===== src/verilog/slbc_pkg.sv =====
package slbc_pkg;

    // ------------------------------------------------------------------
    // Register map (word addresses on the plain register port)
    // ------------------------------------------------------------------
    localparam logic [3:0] ADDR_CTRL   = 4'h0;
    localparam logic [3:0] ADDR_STATUS = 4'h1;
    localparam logic [3:0] ADDR_PERIOD = 4'h2;
    localparam logic [3:0] ADDR_MISS   = 4'h3;

    // ------------------------------------------------------------------
    // Control register fields
    // ------------------------------------------------------------------
    localparam int CTRL_CLAMP_TRAIL = 0;
    localparam int CTRL_VERTICAL_BLANK_LENGTH_SELECT_LONG   = 1;
    localparam int CTRL_BLK_DIS     = 2;
    localparam int CTRL_TV_MODE     = 3;
    localparam int CTRL_SOFT_REL    = 4;
    localparam logic [7:0] CTRL_RESET = 8'h00;
    localparam logic [7:0] MISS_LIMIT_RESET = 8'h04;

    // ------------------------------------------------------------------
    // Timing, in ns and derived 25 MHz cycles
    // ------------------------------------------------------------------
    localparam int CLK_PERIOD_NS   = 40;
    localparam int CLAMP_NS        = 600;
    localparam int CLAMP_CYC       = (CLAMP_NS + CLK_PERIOD_NS - 1) / CLK_PERIOD_NS;
    localparam int VINT_NS         = 8000;
    localparam int VINT_CYC        = (VINT_NS + CLK_PERIOD_NS - 1) / CLK_PERIOD_NS;
    localparam int VERTICAL_BLANK_LENGTH_SELECT_SHORT_LINES = 16;
    localparam int VERTICAL_BLANK_LENGTH_SELECT_LONG_LINES  = 24;
    localparam int SOFTLOCK_LINES   = 32;
    // Oscillator period range in cycles: f_min about 15.6 kHz, f_max 130 kHz.
    localparam logic [15:0] PER_MAX = 16'h0640;
    localparam logic [15:0] PER_MIN = 16'h00C0;
    localparam logic [15:0] PER_TV  = 16'h0640;
    localparam logic [15:0] SEARCH_STEP = 16'h0001;
    // Deviation is flagged when 25 times the period error exceeds the period: 4%.
    localparam logic [20:0] DEV_DIV = 21'h000019;
    // The TV phase loop may pull the period by a tenth either way.
    localparam logic [15:0] TV_SPAN = PER_TV / 16'h000A;

    // ------------------------------------------------------------------
    // Loop state and carriers
    // ------------------------------------------------------------------
    typedef enum logic [1:0] {
        LOOP_SEARCH = 2'b00,
        LOOP_SOFT   = 2'b01,
        LOOP_NORMAL = 2'b10,
        LOOP_HOLD   = 2'b11
    } slbc_loop_e;

    typedef struct packed {
        logic       clamp_trail;
        logic       vertical_blank_length_select_long;
        logic       blk_dis;
        logic       tv_mode;
        logic       soft_rel;
    } slbc_ctrl_s;

endpackage : slbc_pkg


===== src/verilog/slbc_top.sv =====
`timescale 1ns/10ps
module slbc_top
    import slbc_pkg::*;
(
    // Clock and reset
    input  wire logic        MCLK,
    input  wire logic        RST_N,
    // Register port
    input  wire logic [3:0]  REG_ADDR,
    input  wire logic [15:0] REG_WDATA,
    input  wire logic        REG_WR,
    input  wire logic        REG_RD,
    output logic      [15:0] REG_RDATA,
    // Sync and fault inputs
    input  wire logic        HSYNC_IN,
    input  wire logic        VSYNC_IN,
    input  wire logic        FLYBACK_PULSE_IN,
    input  wire logic        OVERVOLTAGE_PROTECT_IN,
    input  wire logic        SUPPLY_LOW_IN,
    input  wire logic        VSCAN_START_IN,
    // Outputs
    output logic             HOSC_TICK,
    output logic             VOSC_TRIGGER,
    output logic             CLAMP_PULSE,
    output logic             VBLANK_PULSE,
    output logic             CONT_BLANK,
    output logic             PHASE_CORR_EN,
    output logic             BUF_FREQ_TV_CLAMP,
    output logic      [15:0] BUF_FREQ_VALUE,
    output logic             UNLOCK_STATUS_OUT,
    output logic             UNLOCK_STATUS_OE
);

    // ------------------------------------------------------------------
    // Registers and state
    // ------------------------------------------------------------------
    slbc_ctrl_s   ctrl_ff;
    logic [7:0]   miss_limit_ff;
    logic [1:0]   hs_hist_ff, vs_hist_ff;
    logic         hpol_ff, vpol_ff;
    logic [15:0]  hpol_acc_ff, vpol_acc_ff;
    logic [15:0]  line_cnt_ff, meas_per_ff;
    logic [15:0]  osc_per_ff, osc_cnt_ff;
    logic [7:0]   miss_cnt_ff;
    logic         sync_lost_ff;
    logic [9:0]   vint_cnt_ff;
    logic [5:0]   clamp_cnt_ff;
    logic [5:0]   vertical_blank_length_select_lines_ff;
    logic         vertical_blank_length_select_ff;
    logic         vtrig_prev_ff;
    logic [5:0]   soft_lines_ff;
    logic         vsync_seen_ff;
    logic         fly_seen_ff, fly_missing_ff;
    slbc_loop_e   loop_ff, nxt_loop;

    // Normalized sync: pulse is the minority level of the raw input.
    logic hs_n, vs_n, hs_rise, hs_fall;
    assign hs_n    = hs_hist_ff[0] ^ hpol_ff;
    assign vs_n    = vs_hist_ff[0] ^ vpol_ff;
    assign hs_rise = (hs_hist_ff[0] ^ hpol_ff) & ~(hs_hist_ff[1] ^ hpol_ff);
    assign hs_fall = ~(hs_hist_ff[0] ^ hpol_ff) & (hs_hist_ff[1] ^ hpol_ff);

    // ------------------------------------------------------------------
    // Register port
    // ------------------------------------------------------------------
    always_ff @(posedge MCLK or negedge RST_N) begin
        if (!RST_N) begin
            ctrl_ff       <= slbc_ctrl_s'(CTRL_RESET[4:0]);
            miss_limit_ff <= MISS_LIMIT_RESET;
        end else begin
            if (REG_WR && REG_ADDR == ADDR_CTRL) begin
                ctrl_ff <= slbc_ctrl_s'({REG_WDATA[CTRL_CLAMP_TRAIL], REG_WDATA[CTRL_VERTICAL_BLANK_LENGTH_SELECT_LONG],
                                         REG_WDATA[CTRL_BLK_DIS], REG_WDATA[CTRL_TV_MODE],
                                         REG_WDATA[CTRL_SOFT_REL]});
            end else if (OVERVOLTAGE_PROTECT_IN) begin
                // Protection trip forces soft start; software must set it again.
                ctrl_ff.soft_rel <= 1'b0;
            end
            if (REG_WR && REG_ADDR == ADDR_MISS) begin
                miss_limit_ff <= REG_WDATA[7:0];
            end
        end
    end

    always_ff @(posedge MCLK or negedge RST_N) begin
        if (!RST_N) begin
            REG_RDATA <= 16'h0000;
        end else if (REG_RD) begin
            case (REG_ADDR)
                ADDR_CTRL:   REG_RDATA <= {11'h000, ctrl_ff.soft_rel, ctrl_ff.tv_mode,
                                           ctrl_ff.blk_dis, ctrl_ff.vertical_blank_length_select_long,
                                           ctrl_ff.clamp_trail};
                ADDR_STATUS: REG_RDATA <= {10'h000, fly_missing_ff, sync_lost_ff, hpol_ff,
                                           vpol_ff, loop_ff};
                ADDR_PERIOD: REG_RDATA <= meas_per_ff;
                ADDR_MISS:   REG_RDATA <= {8'h00, miss_limit_ff};
                default:     REG_RDATA <= 16'h0000;
            endcase
        end else begin
            REG_RDATA <= 16'h0000;
        end
    end

    // ------------------------------------------------------------------
    // Polarity detection by integration
    // ------------------------------------------------------------------
    always_ff @(posedge MCLK or negedge RST_N) begin
        if (!RST_N) begin
            // Idle-high inputs, the usual case, then show no false edge at release.
            hs_hist_ff  <= 2'b11;
            vs_hist_ff  <= 2'b11;
            hpol_acc_ff <= 16'h8000;
            vpol_acc_ff <= 16'h8000;
            hpol_ff     <= 1'b1;
            vpol_ff     <= 1'b1;
        end else begin
            hs_hist_ff <= {hs_hist_ff[0], HSYNC_IN};
            vs_hist_ff <= {vs_hist_ff[0], VSYNC_IN};
            // Up/down integrators saturate; the majority level is the idle level.
            if (HSYNC_IN && hpol_acc_ff != 16'hFFFF) hpol_acc_ff <= hpol_acc_ff + 16'h0001;
            else if (!HSYNC_IN && hpol_acc_ff != 16'h0000) hpol_acc_ff <= hpol_acc_ff - 16'h0001;
            if (VSYNC_IN && vpol_acc_ff != 16'hFFFF) vpol_acc_ff <= vpol_acc_ff + 16'h0001;
            else if (!VSYNC_IN && vpol_acc_ff != 16'h0000) vpol_acc_ff <= vpol_acc_ff - 16'h0001;
            hpol_ff <= hpol_acc_ff[15];
            vpol_ff <= vpol_acc_ff[15];
        end
    end

    // ------------------------------------------------------------------
    // Vertical sync extraction
    // ------------------------------------------------------------------
    logic vint_hit, vtrig;
    assign vint_hit = (vint_cnt_ff >= 10'(VINT_CYC));
    assign vtrig    = vint_hit | vs_n;

    always_ff @(posedge MCLK or negedge RST_N) begin
        if (!RST_N) begin
            vint_cnt_ff   <= 10'h000;
            vtrig_prev_ff <= 1'b0;
            VOSC_TRIGGER  <= 1'b0;
        end else begin
            // Only a broad pulse survives the integrator; the gaps between line pulses reset it.
            if (!hs_n) vint_cnt_ff <= 10'h000;
            else if (!vint_hit) vint_cnt_ff <= vint_cnt_ff + 10'h001;
            vtrig_prev_ff <= vtrig;
            VOSC_TRIGGER  <= vtrig & ~vtrig_prev_ff;
        end
    end

    // ------------------------------------------------------------------
    // Clamp one-shot and vertical blanking
    // ------------------------------------------------------------------
    always_ff @(posedge MCLK or negedge RST_N) begin
        if (!RST_N) begin
            clamp_cnt_ff <= 6'h00;
            CLAMP_PULSE  <= 1'b0;
        end else begin
            if (ctrl_ff.clamp_trail ? hs_fall : hs_rise)
                clamp_cnt_ff <= 6'(CLAMP_CYC);
            else if (clamp_cnt_ff != 6'h00)
                clamp_cnt_ff <= clamp_cnt_ff - 6'h01;
            CLAMP_PULSE <= (clamp_cnt_ff != 6'h00);
        end
    end

    always_ff @(posedge MCLK or negedge RST_N) begin
        if (!RST_N) begin
            vertical_blank_length_select_ff       <= 1'b0;
            vertical_blank_length_select_lines_ff <= 6'h00;
        end else if (vtrig & ~vtrig_prev_ff) begin
            vertical_blank_length_select_ff       <= 1'b1;
            vertical_blank_length_select_lines_ff <= ctrl_ff.vertical_blank_length_select_long ? 6'(VERTICAL_BLANK_LENGTH_SELECT_LONG_LINES)
                                               : 6'(VERTICAL_BLANK_LENGTH_SELECT_SHORT_LINES);
        end else if (vertical_blank_length_select_ff && HOSC_TICK) begin
            // Scan starts after the selected line count or on the scan marker.
            if (vertical_blank_length_select_lines_ff == 6'h01 || VSCAN_START_IN) vertical_blank_length_select_ff <= 1'b0;
            vertical_blank_length_select_lines_ff <= vertical_blank_length_select_lines_ff - 6'h01;
        end else if (VSCAN_START_IN) begin
            vertical_blank_length_select_ff <= 1'b0;
        end
    end

    // ------------------------------------------------------------------
    // Line period measurement and oscillator
    // ------------------------------------------------------------------
    logic [20:0] dev_scaled;
    logic [15:0] per_diff, tv_lo, tv_hi;
    logic        deviates, coincide;
    assign per_diff = (meas_per_ff > osc_per_ff) ? meas_per_ff - osc_per_ff
                                                 : osc_per_ff - meas_per_ff;
    // A multiply keeps the 4% limit exact without a divider in the loop path.
    assign dev_scaled = 21'(per_diff) * DEV_DIV;
    assign deviates   = (dev_scaled > {5'h00, osc_per_ff}) | sync_lost_ff;
    assign coincide   = ~deviates;
    assign tv_lo      = PER_TV - TV_SPAN;
    assign tv_hi      = PER_TV + TV_SPAN;

    always_ff @(posedge MCLK or negedge RST_N) begin
        if (!RST_N) begin
            line_cnt_ff  <= 16'h0000;
            meas_per_ff  <= PER_MAX;
            miss_cnt_ff  <= 8'h00;
            sync_lost_ff <= 1'b1;
        end else if (hs_rise) begin
            line_cnt_ff  <= 16'h0001;
            meas_per_ff  <= line_cnt_ff;
            miss_cnt_ff  <= 8'h00;
            sync_lost_ff <= 1'b0;
        end else begin
            if (line_cnt_ff != 16'hFFFF) line_cnt_ff <= line_cnt_ff + 16'h0001;
            if (HOSC_TICK && line_cnt_ff > osc_per_ff) begin
                if (miss_cnt_ff >= miss_limit_ff) sync_lost_ff <= 1'b1;
                else miss_cnt_ff <= miss_cnt_ff + 8'h01;
            end
        end
    end

    always_ff @(posedge MCLK or negedge RST_N) begin
        if (!RST_N) begin
            osc_per_ff <= PER_MAX;
            osc_cnt_ff <= 16'h0000;
            HOSC_TICK  <= 1'b0;
        end else begin
            HOSC_TICK  <= (osc_cnt_ff >= osc_per_ff - 16'h0001);
            osc_cnt_ff <= (osc_cnt_ff >= osc_per_ff - 16'h0001) ? 16'h0000
                                                                : osc_cnt_ff + 16'h0001;
            if (sync_lost_ff || !ctrl_ff.soft_rel) begin
                osc_per_ff <= PER_MAX;
            end else if (ctrl_ff.tv_mode) begin
                // TV: phase loop may only pull within its narrow span.      
                if (meas_per_ff < tv_lo) osc_per_ff <= tv_lo;
                else if (meas_per_ff > tv_hi) osc_per_ff <= tv_hi;
                else if (HOSC_TICK) osc_per_ff <= meas_per_ff;
            end else if (loop_ff == LOOP_SEARCH && HOSC_TICK) begin
                if (osc_per_ff < meas_per_ff && osc_per_ff < PER_MAX)
                    osc_per_ff <= osc_per_ff + SEARCH_STEP;
                else if (osc_per_ff > meas_per_ff && osc_per_ff > PER_MIN)
                    osc_per_ff <= osc_per_ff - SEARCH_STEP;
            end else if (loop_ff != LOOP_SEARCH && HOSC_TICK) begin
                osc_per_ff <= meas_per_ff;
            end
        end
    end

    // ------------------------------------------------------------------
    // Lock sequencing
    // ------------------------------------------------------------------
    always_comb begin
        nxt_loop = loop_ff;
        case (loop_ff)
            LOOP_HOLD:   nxt_loop = ctrl_ff.soft_rel ? LOOP_SEARCH : LOOP_HOLD;
            LOOP_SEARCH: nxt_loop = coincide ? LOOP_SOFT : LOOP_SEARCH;
            LOOP_SOFT:   nxt_loop = deviates ? LOOP_SEARCH
                                  : (vsync_seen_ff && soft_lines_ff == 6'h00) ? LOOP_NORMAL
                                  : LOOP_SOFT;
            LOOP_NORMAL: nxt_loop = deviates ? LOOP_SEARCH : LOOP_NORMAL;
            default:     nxt_loop = LOOP_HOLD;
        endcase
        if (!ctrl_ff.soft_rel) nxt_loop = LOOP_HOLD;
    end

    always_ff @(posedge MCLK or negedge RST_N) begin
        if (!RST_N) begin
            loop_ff       <= LOOP_HOLD;
            vsync_seen_ff <= 1'b0;
            soft_lines_ff <= 6'h00;
            PHASE_CORR_EN <= 1'b0;
        end else begin
            loop_ff <= nxt_loop;
            if (nxt_loop != LOOP_SOFT) begin
                vsync_seen_ff <= 1'b0;
                soft_lines_ff <= 6'(SOFTLOCK_LINES);
            end else if (vtrig & ~vtrig_prev_ff) begin
                vsync_seen_ff <= 1'b1;
            end else if (vsync_seen_ff && HOSC_TICK && soft_lines_ff != 6'h00) begin
                soft_lines_ff <= soft_lines_ff - 6'h01;
            end
            // Dropped in the same cycle search is entered.
            PHASE_CORR_EN <= (nxt_loop == LOOP_NORMAL);
        end
    end

    // ------------------------------------------------------------------
    // Blanking, status pin and frequency buffer
    // ------------------------------------------------------------------
    logic protect, unlock_blank;
    assign protect      = ~ctrl_ff.soft_rel | fly_missing_ff | OVERVOLTAGE_PROTECT_IN
                        | SUPPLY_LOW_IN;
    assign unlock_blank = (loop_ff == LOOP_SEARCH) | sync_lost_ff;

    always_ff @(posedge MCLK or negedge RST_N) begin
        if (!RST_N) begin
            fly_seen_ff    <= 1'b0;
            fly_missing_ff <= 1'b0;
        end else if (HOSC_TICK) begin
            fly_missing_ff <= ~fly_seen_ff & ctrl_ff.soft_rel;
            fly_seen_ff    <= FLYBACK_PULSE_IN;
        end else if (FLYBACK_PULSE_IN) begin
            fly_seen_ff <= 1'b1;
        end
    end

    always_ff @(posedge MCLK or negedge RST_N) begin
        if (!RST_N) begin
            CONT_BLANK        <= 1'b1;
            VBLANK_PULSE      <= 1'b0;
            UNLOCK_STATUS_OUT <= 1'b0;
            UNLOCK_STATUS_OE  <= 1'b0;
            BUF_FREQ_TV_CLAMP <= 1'b0;
            BUF_FREQ_VALUE    <= 16'h0000;
        end else begin
            CONT_BLANK   <= protect | (unlock_blank & ~ctrl_ff.blk_dis);
            VBLANK_PULSE <= vertical_blank_length_select_ff;
            // Floating lets the pull-up signal search-without-sync or fault.
            UNLOCK_STATUS_OE  <= ~(protect
                                  | ((loop_ff == LOOP_SEARCH) & sync_lost_ff));
            UNLOCK_STATUS_OUT <= vertical_blank_length_select_ff | (unlock_blank & ~ctrl_ff.blk_dis);
            BUF_FREQ_TV_CLAMP <= ctrl_ff.tv_mode;
            BUF_FREQ_VALUE    <= ctrl_ff.tv_mode ? PER_TV : osc_per_ff;
        end
    end

endmodule : slbc_top


===== config.mk =====
export PLATFORM = sky130hd
export DESIGN_NAME = slbc_top
export DESIGN_NICKNAME = d
export VERILOG_FILES = /design/src/verilog/slbc_pkg.sv /design/src/verilog/slbc_top.sv
export SDC_FILE = /design/constraint.sdc
export NUM_CORES = 1
export LEC_CHECK = 0
export ABC_AREA = 1
export BUFFER_PORTS_ARGS = -buffer_cell sky130_fd_sc_hd__buf_2
export CORE_MARGIN = 10
export CORE_UTILIZATION = 54
export CTS_CLUSTER_DIAMETER = 150
export CTS_CLUSTER_SIZE = 16
export DETAILED_ROUTE_END_ITERATION = 10
export PLACE_DENSITY = 0.71
export REMOVE_ABC_BUFFERS = 1
export SETUP_SLACK_MARGIN = 0.4
export SLEW_MARGIN = 20
export SYNTH_ARGS = -nofsm -noshare
export SYNTH_HDL_FRONTEND = slang
export SYNTH_SLANG_ARGS = --single-unit
export TNS_END_PERCENT = 50

===== constraint.sdc =====
create_clock -name MCLK -period 7.5 [get_ports MCLK]
set_input_delay 0.75 -clock MCLK [delete_from_list [all_inputs] [get_ports MCLK]]
set_output_delay 0.75 -clock MCLK [all_outputs]
set_load 0.05 [all_outputs]

==> results of run 1 <==
[stage by stage]
stage / util (%) / instance area [um2] / setup slack (ns) / instances / total power [mW]
after floorplan: - / 15400 / 1.90 / 2006 / 4.58
after global placement: 56.8 / 16300 / 1.18 / 2459 / 5.31
after detailed placement: 56.8 / 16300 / 1.05 / 2459 / 5.43
after CTS: 58.8 / 16800 / 1.00 / 2491 / 6.31
after global routing: 58.8 / 16800 / 0.451 / 2491 / 7.10
final: 58.8 / 16800 / 1.07 / 2491 / 6.29
[worst max-delay path by stage]
stage | end | slack, ns | from | cells past startpoint
6_report | PHASE_CORR_EN$_DFF_PN0_ | 1.07 | meas_per_ff[6]$_DFFE_PN1P_ | 35
5_1_grt | PHASE_CORR_EN$_DFF_PN0_ | 0.45 | meas_per_ff[6]$_DFFE_PN1P_ | 35
4_1_cts | PHASE_CORR_EN$_DFF_PN0_ | 1.00 | meas_per_ff[6]$_DFFE_PN1P_ | 35
3_5_place_dp | PHASE_CORR_EN$_DFF_PN0_ | 1.05 | meas_per_ff[6]$_DFFE_PN1P_ | 35
3_3_place_gp | PHASE_CORR_EN$_DFF_PN0_ | 1.18 | meas_per_ff[6]$_DFFE_PN1P_ | 35
2_1_floorplan | PHASE_CORR_EN$_DFF_PN0_ | 1.90 | meas_per_ff[6]$_DFFE_PN1P_ | 34
[final cells by class]
type,instances,area share (%)
multi-input cells,1504,55.2
flip-flops and latches,199,29.7
inverters,303,6.77
well taps,384,2.86
clock buffers,21,2.80
repair buffers,69,2.21
clock inverters,11,0.454
[report_power, final]
group | internal [mW] | total (mW) | switching [mW]
registers | 1.27 | 1.47 | 0.194
clock network | 0.450 | 0.865 | 0.415
logic | 1.52 | 3.96 | 2.43
total | 3.25 | 6.29 | 3.04
[metal layers]
| layer | global-route usage (%) | share of wire (%) |
|---|---|---|
| met5 | 0 | 0 |
| met4 | 5.75 | 1.7 |
| met3 | 2.89 | 5.6 |
| met2 | 36.4 | 46 |
| met1 | 29.3 | 46 |
[flip-flops by register name, summed over array words and instances (netlist names), 6 cells and up]
| signal | flops |
|---|---|
| hpol_acc_ff | 16 |
| line_cnt_ff | 16 |
| meas_per_ff | 16 |
| osc_per_ff | 16 |
| REG_RDATA | 16 |
| miss_cnt_ff | 8 |
| vpol_acc_ff | 16 |
| miss_limit_ff | 8 |
| soft_lines_ff | 6 |
| osc_cnt_ff | 16 |
| clamp_cnt_ff | 6 |
| BUF_FREQ_VALUE | 16 |
| vint_cnt_ff | 10 |
| vertical_blank_length_select_lines_ff | 6 |
[cells by family (layout without fill, tap and decap cells)]
kind of cell,Yosys count,count (layout),synth area share [%]
AOI/OAI and AO/OA,331,331,12.4
xor gates and xnor gates,90,90,5.08
adders and majority gates,195,195,16.3
buffers and inverters,341,404,8.77
DFF,199,199,32.0
and+or+nand+nor,888,888,25.4
[worst register-to-register path, delay by kind of cell (launching register included)]
kind	cells	cell delay (ns)
buf+inv	9	0.89
flops	1	0.62
fa+ha+maj	6	2.22
compound gates	6	0.91
simple gates	13	1.52
xor+xnor	1	0.18
[layout by cell type, fill, tap and decap left out, types with 42 or more instances in the layout]
cell / synthesis / routed
sky130_fd_sc_hd__buf_2: 7 / 61
sky130_fd_sc_hd__inv_1: 281 / 281
sky130_fd_sc_hd__dfrtp_1: 181 / 181
sky130_fd_sc_hd__nand2_1: 471 / 470
sky130_fd_sc_hd__nor3_1: 42 / 42
sky130_fd_sc_hd__ha_1: 180 / 180
sky130_fd_sc_hd__o21ai_0: 124 / 124
sky130_fd_sc_hd__a21oi_1: 129 / 129
sky130_fd_sc_hd__nor2_1: 148 / 148
sky130_fd_sc_hd__xor2_1: 69 / 69
sky130_fd_sc_hd__nand3_1: 105 / 105
==> reports/qor.yml, run 1 <==
power_and_ir_drop:
  pwr_density_cell_nw_per_um2: 374
  peakVddDrop_uv: 599
  leakage_power_summed_over_all_cells_nw: 8.77
floorplanning:
  die_h_um: 190
  io_pins: 71
  core_area_um2: 28600
  total_die_area_um2: 36200
  dieWidth_um: 190
  floorplan.initialDensity_pct: 54.7
  row_count: 62
clock_tree:
  cts_inserted_buffers: 17
  cts.root.buffer_cell: "sky130_fd_sc_hd__clkbuf_16"
  clock_latency_ns: 0.45
  htree_levels: 4
  quantity_of_hold_fixing_buffers_added_after_cts: 0
  clock_path_buffers: 2
  post-cts-setup-buffers: 0
  cts_tree: "yes"
  cts_sinks: 199
  postCtsResizedCells: 0
  clk_pin_slew_worst_paths_ns: 0.07
drt:
  detailroute.via_count: 13700
  drt-vias-per-instance: 5.49
  remaining_drc_errors: 0
  drt.antenna.violating_nets: 0
  drt_iter0_markers: 969
  count_of_tritonroute_iterations_in_the_first_routing_pass: 5
  route.detailed.wl_per_inst_um: 15.4
  drt_wl_total_um: 38300
worst_setup_path:
  worstReg2RegStart: "meas_per_ff[6]$_DFFE_PN1P_"
  crit_type: "reg -> reg"
  crit_path_max_incr_delay_ns: 0.62
  crit_slowest_cell: "sky130_fd_sc_hd__dfstp_2"
  crit_path_frequent_cell: "sky130_fd_sc_hd__nand2_1"
  cp-start-kind: "register"
  critical_path_peak_fanout: 14
  worst-endpoint-arrival_ns: 6.81
  critical_path.endpoint_type: "register"
  reg2reg_setup_slack_ns: 1.07
  rr_endpoint: "PHASE_CORR_EN$_DFF_PN0_"
  reg2reg_depth: 35
  worst-path-buf-inv: 9
  worst_ep_required_time_ns: 7.87
  critical-path-top-delay-family: "adder cells"
final_layout:
  synthToLayoutAreaGrowth_pct: 7.46
  finish.net_count: 2319
  area.sequential_um2: 5000
  multi_input_comb_area_um2: 9280
  diodes: 0
  post_route_cells_drive_above_1_share_pct: 10.7
  n_fill_cell: 2631
timing:
  holdWs_ns: 0.385
  fmax_mhz: 155
  worst_slew_pin_slew_ns: 1.06
  fin_worst_skew_ns: 0.0100
  timing.slew.headroom_pct: 29.3
  finalCritPeriodShare_pct: 85.8
  finalSetupViolations: 0
  timing.setup.tns_ns: 0
  drv_slew: 0
  period_needed_ns: 6.43
  timing_hold_violations_final: 0
  rsz0062_at_grt: "no"
grt:
  grt_remaining_overflow: 0
  grt.total_usage_pct: 21.8
  first_global_vias: 13300
  antenna_found_initial: 0
  pin_count_of_the_biggest_net_entering_global_routing: 110
  grt_first_pass_wirelength_um: 65400
placement:
  detailedPlacementHpwl_um: 29700
  place.port_buffers: 62
  place_congestion: 0.935
synth:
  yosysWarningCount: 0
  yosysSeqAreaShare_pct: 32.0
  post_synth_inst_count: 2044
  synth_area_leaders: "sky130_fd_sc_hd__dfrtp_1, sky130_fd_sc_hd__ha_1, sky130_fd_sc_hd__nand2_1"
  synth.most_common_cell: "sky130_fd_sc_hd__nand2_1"
  portion_of_synthesized_cell_area_occupied_by_the_leading_cell_type_pct: 28.9
  netlist.top_cell.by_area: "sky130_fd_sc_hd__dfrtp_1"
  synthTopCellsByCount: "sky130_fd_sc_hd__nand2_1, sky130_fd_sc_hd__inv_1, sky130_fd_sc_hd__dfrtp_1"
  synth-main-ff-cell: "sky130_fd_sc_hd__dfrtp_1"
  number_of_synthesized_flops_with_an_enable_pin: 0
  syn-mean-instance-area_um2: 7.66
  number_of_distinct_standard_cells_referenced_by_the_synthesized_netlist: 61
  mappedNetlistArea_um2: 15700
  yosys_register_bits: 199
  ys_async_sr_fraction_pct: 100
worst_hold_path:
  min_path_type: "in -> async"
run:
  cap_violations: 0
status:
  outcome: "finished, final reports clean"
No activity file was read; power rests on OpenSTA's default activity.
==> run 2, diff against run 1 <==
--- a/config.mk
+++ b/config.mk
@@ -13,7 +13,6 @@
 export CTS_CLUSTER_SIZE = 16
 export DETAILED_ROUTE_END_ITERATION = 10
 export PLACE_DENSITY = 0.71
-export REMOVE_ABC_BUFFERS = 1
 export SETUP_SLACK_MARGIN = 0.4
 export SLEW_MARGIN = 20
 export SYNTH_ARGS = -nofsm -noshare
==> run 2 against run 1 <==
Combinational power up 3%. Die area unchanged. Power up 2.9%. Sequential cell count unchanged. First-iteration DRC count up 9.0%. Clock power up 8.4%. Critical path type unchanged. Critical endpoint unchanged. Largest cell class unchanged.
==> reports/qor.yml, run 2 (same netlist as run 1, synthesis figures left out) <==
status:
  outcome: "finished, final reports clean"
worst_setup_path:
  cp-start-kind: "register"
  worst-path-buf-inv: 6
  critical_path.endpoint_type: "register"
  critical_path_peak_fanout: 12
  crit_type: "reg -> reg"
  critical-path-top-delay-family: "adder cells"
  worst_ep_required_time_ns: 7.87
  crit_slowest_cell: "sky130_fd_sc_hd__dfstp_2"
  crit_path_frequent_cell: "sky130_fd_sc_hd__nand2_1"
  crit_path_max_incr_delay_ns: 0.62
  worst-endpoint-arrival_ns: 6.99
timing:
  timing.setup.tns_ns: 0
  finalCritPeriodShare_pct: 88.3
  drv_slew: 0
  timing_hold_violations_final: 0
  finalSetupViolations: 0
  final.setup.worst_slack_ns: 0.881
  rsz0062_at_grt: "no"
  timing.slew.headroom_pct: 26.0
  worst_slew_pin_slew_ns: 1.11
  fin_worst_skew_ns: 0.0174
  period_needed_ns: 6.62
  fmax_mhz: 151
floorplanning:
  dieWidth_um: 190
  row_count: 62
  io_pins: 71
  total_die_area_um2: 36200
  floorplan.initialDensity_pct: 54.7
  core_area_um2: 28600
  die_h_um: 190
clock_tree:
  clock_path_buffers: 2
  post-cts-setup-buffers: 0
  clk_pin_slew_worst_paths_ns: 0.09
  postCtsResizedCells: 0
  cts_inserted_buffers: 17
  cts.root.buffer_cell: "sky130_fd_sc_hd__clkbuf_16"
  cts_tree: "yes"
  clock_latency_ns: 0.46
  quantity_of_hold_fixing_buffers_added_after_cts: 0
  cts_sinks: 199
  htree_levels: 4
synth:
  mappedNetlistNets: 2269
grt:
  pin_count_of_the_biggest_net_entering_global_routing: 97
  first_global_vias: 13300
  antenna_found_initial: 0
  grt_first_pass_wirelength_um: 65400
  grt_remaining_overflow: 0
  grt.total_usage_pct: 22.1
final_layout:
  synthToLayoutAreaGrowth_pct: 7.63
  commonest_cells_after_routing_fill_and_taps_aside: "sky130_fd_sc_hd__nand2_1, sky130_fd_sc_hd__inv_1, sky130_fd_sc_hd__dfrtp_1"
  leading_cell_type_in_the_layout_fill_and_taps_excluded: "sky130_fd_sc_hd__nand2_1"
  diodes: 0
  post_route_cells_drive_above_1_share_pct: 10.6
  finish.net_count: 2318
drt:
  remaining_drc_errors: 0
  count_of_tritonroute_iterations_in_the_first_routing_pass: 5
  drt_wl_total_um: 39500
  drt.antenna.violating_nets: 0
  route.detailed.wl_per_inst_um: 15.9
  detailroute.via_count: 13700
  drt_iter0_markers: 1056
  drt-vias-per-instance: 5.49
placement:
  place_congestion: 0.937
  pre_cts_slack_ns: 0.972
  place.port_buffers: 62
  detailedPlacementHpwl_um: 30400
power_and_ir_drop:
  pwr_density_cell_nw_per_um2: 384
  leakage_power_summed_over_all_cells_nw: 8.79
  fin_total_pwr_mw: 6.47
  peakVddDrop_uv: 359
worst_hold_path:
  min_path_type: "in -> async"
run:
  cap_violations: 0
## run 2: changes by cell type in the layout (fill, tap and decap cells not counted), sizes merged
| cell | before | now |
|---|---|---|
| buf | 68 | 67 |
| bufinv | 0 | 1 |
| clkbuf | 22 | 20 |
| clkinv | 9 | 6 |
| clkinvlp | 4 | 3 |
| inv | 301 | 306 |
## run 2: routing by layer
metal	share of wire, %	routed length (um)	global-route usage [%]
met1	45	17700	27.7
met5	0	0	0
met4	3.1	1220	8.81
met2	47	18500	36.9
met3	5.4	2130	3.93
## run 2: power breakdown
part	leakage (nW)	switching, mW	internal [mW]
Clock	0.280	0.459	0.479
Sequential	2.54	0.197	1.27
Combinational	5.97	2.53	1.53
## run 2: worst paths after layout
| path | start | end | slack [ns] | depth (start not counted) |
|---|---|---|---|---|
| min reg2reg | hs_hist_ff[0]$_DFF_PN1_ | hs_hist_ff[1]$_DFF_PN1_ | 0.39 | 0 |
| max reg2reg | meas_per_ff[6]$_DFFE_PN1P_ | PHASE_CORR_EN$_DFF_PN0_ | 0.88 | 32 |
| max | meas_per_ff[6]$_DFFE_PN1P_ | PHASE_CORR_EN$_DFF_PN0_ | 0.88 | 32 |
| min | RST_N | REG_RDATA[13]$_DFF_PN0_ | 0.35 | 1 |
| max in group asynchronous | RST_N | soft_lines_ff[2]$_DFFE_PN0P_ | 5.80 | 2 |
| min in group MCLK | hs_hist_ff[0]$_DFF_PN1_ | hs_hist_ff[1]$_DFF_PN1_ | 0.39 | 0 |
## run 2: through the flow
| stage | hold WS, ns | util [%] | instances | cell area, um2 |
|---|---|---|---|---|
| after floorplan | 0.352 | - | 2044 | 15700 |
| after global placement | 0.374 | 56.8 | 2458 | 16300 |
| after detailed placement | 0.378 | 56.8 | 2458 | 16300 |
| after CTS | 0.388 | 58.9 | 2490 | 16800 |
| after global routing | 0.390 | 58.9 | 2490 | 16800 |
| final | 0.352 | 58.9 | 2490 | 16800 |
## run 2: final cells by class
| class | count | area, um2 |
|---|---|---|
| multi-input combinational | 1504 | 9280 |
| sequential | 199 | 5000 |
| inverter | 303 | 1140 |
| timing repair buffer | 68 | 364 |
| clock inverter | 13 | 141 |
| tap | 384 | 480 |
| clock buffer | 19 | 443 |
| fill | 2661 | 11800 |
## run 2: worst register-to-register path: cells and delay by family (launching register included)
| family | cells | cell delay [ns] |
|---|---|---|
| compound gates | 7 | 1.30 |
| xor+xnor | 1 | 0.17 |
| fa+ha+maj | 6 | 2.27 |
| buf+inv | 6 | 0.67 |
| flops | 1 | 0.62 |
| simple gates | 12 | 1.54 |
==> run 3, diff against run 2 <==
--- a/config.mk
+++ b/config.mk
@@ -5,14 +5,13 @@
 export SDC_FILE = /design/constraint.sdc
 export NUM_CORES = 1
 export LEC_CHECK = 0
-export ABC_AREA = 1
 export BUFFER_PORTS_ARGS = -buffer_cell sky130_fd_sc_hd__buf_2
 export CORE_MARGIN = 10
 export CORE_UTILIZATION = 54
 export CTS_CLUSTER_DIAMETER = 150
 export CTS_CLUSTER_SIZE = 16
 export DETAILED_ROUTE_END_ITERATION = 10
-export PLACE_DENSITY = 0.71
+export PLACE_DENSITY = 0.72
 export SETUP_SLACK_MARGIN = 0.4
 export SLEW_MARGIN = 20
 export SYNTH_ARGS = -nofsm -noshare
==> run 3 against run 2 <==
Wire length rose by 2.3%. Critical endpoint is now soft_lines_ff[5]$_DFFE_PN0P_. Die area fell by 5.4%. Area after synthesis down 6.1%. Fmax shrank 6.2%. Sequential power down 3%. Synthesized cell count decreased by 21%. Highest routed layer unchanged. Via count shrank 6.5%.
==> reports/qor.yml, run 3 <==
status:
  outcome: "finished, final reports clean"
placement:
  dp.cells: 2044
  detailedPlacementHpwl_um: 30100
  placement.cell_area_um2: 15800
  pre_cts_slack_ns: -0.0916
  place_congestion: 0.945
  place.port_buffers: 62
timing:
  rsz0062_at_grt: "yes"
  timing_hold_violations_final: 0
  fmax_mhz: 142
  final.setup.worst_slack_ns: 0.444
  finalSetupViolations: 0
  drv_slew: 0
  holdWs_ns: 0.241
  timing.slew.headroom_pct: 32.8
  finalCritPeriodShare_pct: 94.1
  worst_slew_pin_slew_ns: 1.00
  timing.setup.tns_ns: 0
  period_needed_ns: 7.06
  fin_worst_skew_ns: 0.0147
clock_tree:
  cts_sinks: 199
  cts_tree: "yes"
  htree_levels: 4
  cts.root.buffer_cell: "sky130_fd_sc_hd__clkbuf_16"
  cts_inserted_buffers: 17
  clock_latency_ns: 0.45
  clk_pin_slew_worst_paths_ns: 0.08
  clock_path_buffers: 2
floorplanning:
  dieWidth_um: 185
  io_pins: 71
  floorplan.initialDensity_pct: 54.7
  total_die_area_um2: 34200
  core_area_um2: 26900
  die_h_um: 185
  row_count: 60
final_layout:
  post_route_cells_drive_above_1_share_pct: 17.5
  layout.cells.non_filler: 2117
  finalInstanceArea_um2: 17100
  synthToLayoutAreaGrowth_pct: 16.1
  final_core_utilization_pct: 63.5
  n_fill_cell: 2263
  leading_cell_type_in_the_layout_fill_and_taps_excluded: "sky130_fd_sc_hd__dfrtp_1"
  commonest_cells_after_routing_fill_and_taps_aside: "sky130_fd_sc_hd__dfrtp_1, sky130_fd_sc_hd__ha_1, sky130_fd_sc_hd__nor2_1"
  finish.net_count: 1987
run:
  cap_violations: 0
worst_setup_path:
  worst-endpoint-arrival_ns: 7.38
  crit_slowest_cell: "sky130_fd_sc_hd__or4b_1"
  crit_type: "reg -> reg"
  cp-start-kind: "register"
  worst_ep_required_time_ns: 7.83
  crit_path_frequent_cell: "sky130_fd_sc_hd__buf_4"
  crit_path_max_incr_delay_ns: 0.54
  critical_path.endpoint_type: "register"
  critical_path_peak_fanout: 4
  reg2reg_depth: 39
grt:
  grt_most_used_layer: "met2"
  first_global_vias: 12400
  grt.total_usage_pct: 23.8
  grtUsageMet2_pct: 38.5
  grt_first_pass_wirelength_um: 65300
  groute.layer.met3.usage_pct: 3.57
  globalRouteMet1Util_pct: 31.9
  antenna_found_initial: 1
  grt_remaining_overflow: 0
  pin_count_of_the_biggest_net_entering_global_routing: 81
synth:
  ys_async_sr_fraction_pct: 100
  mappedNetlistNets: 1837
  netlist.top_cell.by_area: "sky130_fd_sc_hd__dfrtp_1"
  yosysSeqAreaShare_pct: 34.0
  number_of_distinct_standard_cells_referenced_by_the_synthesized_netlist: 84
  portion_of_synthesized_cell_area_occupied_by_the_leading_cell_type_pct: 30.8
  yosysWarningCount: 0
  mappedNetlistArea_um2: 14700
  synth-main-ff-cell: "sky130_fd_sc_hd__dfrtp_1"
  yosys_register_bits: 199
  synth_area_leaders: "sky130_fd_sc_hd__dfrtp_1, sky130_fd_sc_hd__ha_1, sky130_fd_sc_hd__xor2_1"
  post_synth_inst_count: 1612
  syn-mean-instance-area_um2: 9.12
  number_of_synthesized_flops_with_an_enable_pin: 0
  synthTopCellsByCount: "sky130_fd_sc_hd__dfrtp_1, sky130_fd_sc_hd__ha_1, sky130_fd_sc_hd__nor2_1"
  synth.most_common_cell: "sky130_fd_sc_hd__dfrtp_1"
power_and_ir_drop:
  power.switching_mw: 3.30
  leakage_power_summed_over_all_cells_nw: 8.18
  seq_power_share_pct: 19.3
  pwr_density_cell_nw_per_um2: 435
  netSwitchingFraction_pct: 44.5
  power_frac_comb_pct: 68.2
  peakVddDrop_uv: 509
  power_frac_clock_pct: 12.5
  fin_total_pwr_mw: 7.43
  internal-power_mw: 4.12
worst_hold_path:
  min_path_type: "in -> async"
drt:
  detailroute.via_count: 12800
  count_of_tritonroute_iterations_in_the_first_routing_pass: 6
  drt_iter0_markers: 1170
  remaining_drc_errors: 0
  drt_wl_total_um: 40400
  route.detailed.wl_per_inst_um: 19.1
  drt.antenna.violating_nets: 0
  drt-vias-per-instance: 6.04
-- run 3: cell type report --
type                    count  area [um2]  share of cell area [%]
multi-input cells        1248        9420                    55.2
flip-flops and latches    199        5000                    29.3
diodes                      1        2.50                  0.0147
repair buffers            173        1160                    6.81
inverters                 123         462                    2.70
clock buffers              20         457                    2.67
clock inverters            12         138                   0.806
well taps                 341         427                    2.50
-- run 3: logic make-up (layout without fill, tap and decap cells) --
logic type	count (synthesis)	in the layout	share of synthesized area (%)
simple gates	496	496	16.8
compound gates	395	395	17.3
flops	199	199	34.0
fa+ha+maj	195	195	17.4
buf+inv	165	328	4.36
xor+xnor	124	124	7.39
mux	38	38	2.77
other cells	0	1	0
-- run 3: worst paths after layout --
check	from	to	slack (ns)
worst min-delay path	RST_N	osc_cnt_ff[8]$_DFF_PN0_	0.24
min in group MCLK	vpol_acc_ff[15]$_DFFE_PN1P_	vpol_ff$_DFF_PN1_	0.39
worst max-delay path	osc_per_ff[0]$_DFFE_PN0P_	soft_lines_ff[5]$_DFFE_PN0P_	0.44
worst max register to register	osc_per_ff[0]$_DFFE_PN0P_	soft_lines_ff[5]$_DFFE_PN0P_	0.44
worst min register to register	vpol_acc_ff[15]$_DFFE_PN1P_	vpol_ff$_DFF_PN1_	0.39
max in group asynchronous	RST_N	meas_per_ff[4]$_DFFE_PN0P_	5.88
-- run 3: critical path: cells and delay by family (launching register included) --
family                   cells  cell delay (ns)
adder cells (fa/ha/maj)      7             2.10
XOR/XNOR                     2             0.47
buffers and inverters       15             1.65
flip-flops                   1             0.43
AO/OA/AOI/OAI               10             1.20
AND/OR/NAND/NOR              5             1.07
-- run 3: timing repair --
item	in CTS	in global routing
hold buffers	0	0
pin swaps	11	35
setup endpoints to repair	10	10
setup buffers	30	10
hold endpoints to repair	0	0
resized for setup	16	47
-- run 3: power by group through the flow --
stage	sequential [mW]	combinational [mW]	clock, mW
after floorplan	1.44	3.11	0
after global placement	1.44	4.01	0
after detailed placement	1.45	4.17	0
after CTS	1.43	4.40	0.945
after global routing	1.45	5.69	0.988
final	1.43	5.06	0.931
-- run 3: layer usage --
layer  share of wire [%]  vias to the layer above  wire length (um)
met2                  47                      472             18900
met5                   0                        -                 0
li1                    -                     6084                 -
met1                  44                     6154             17700
met3                 6.7                       71              2720
met4                 2.6                        0              1070
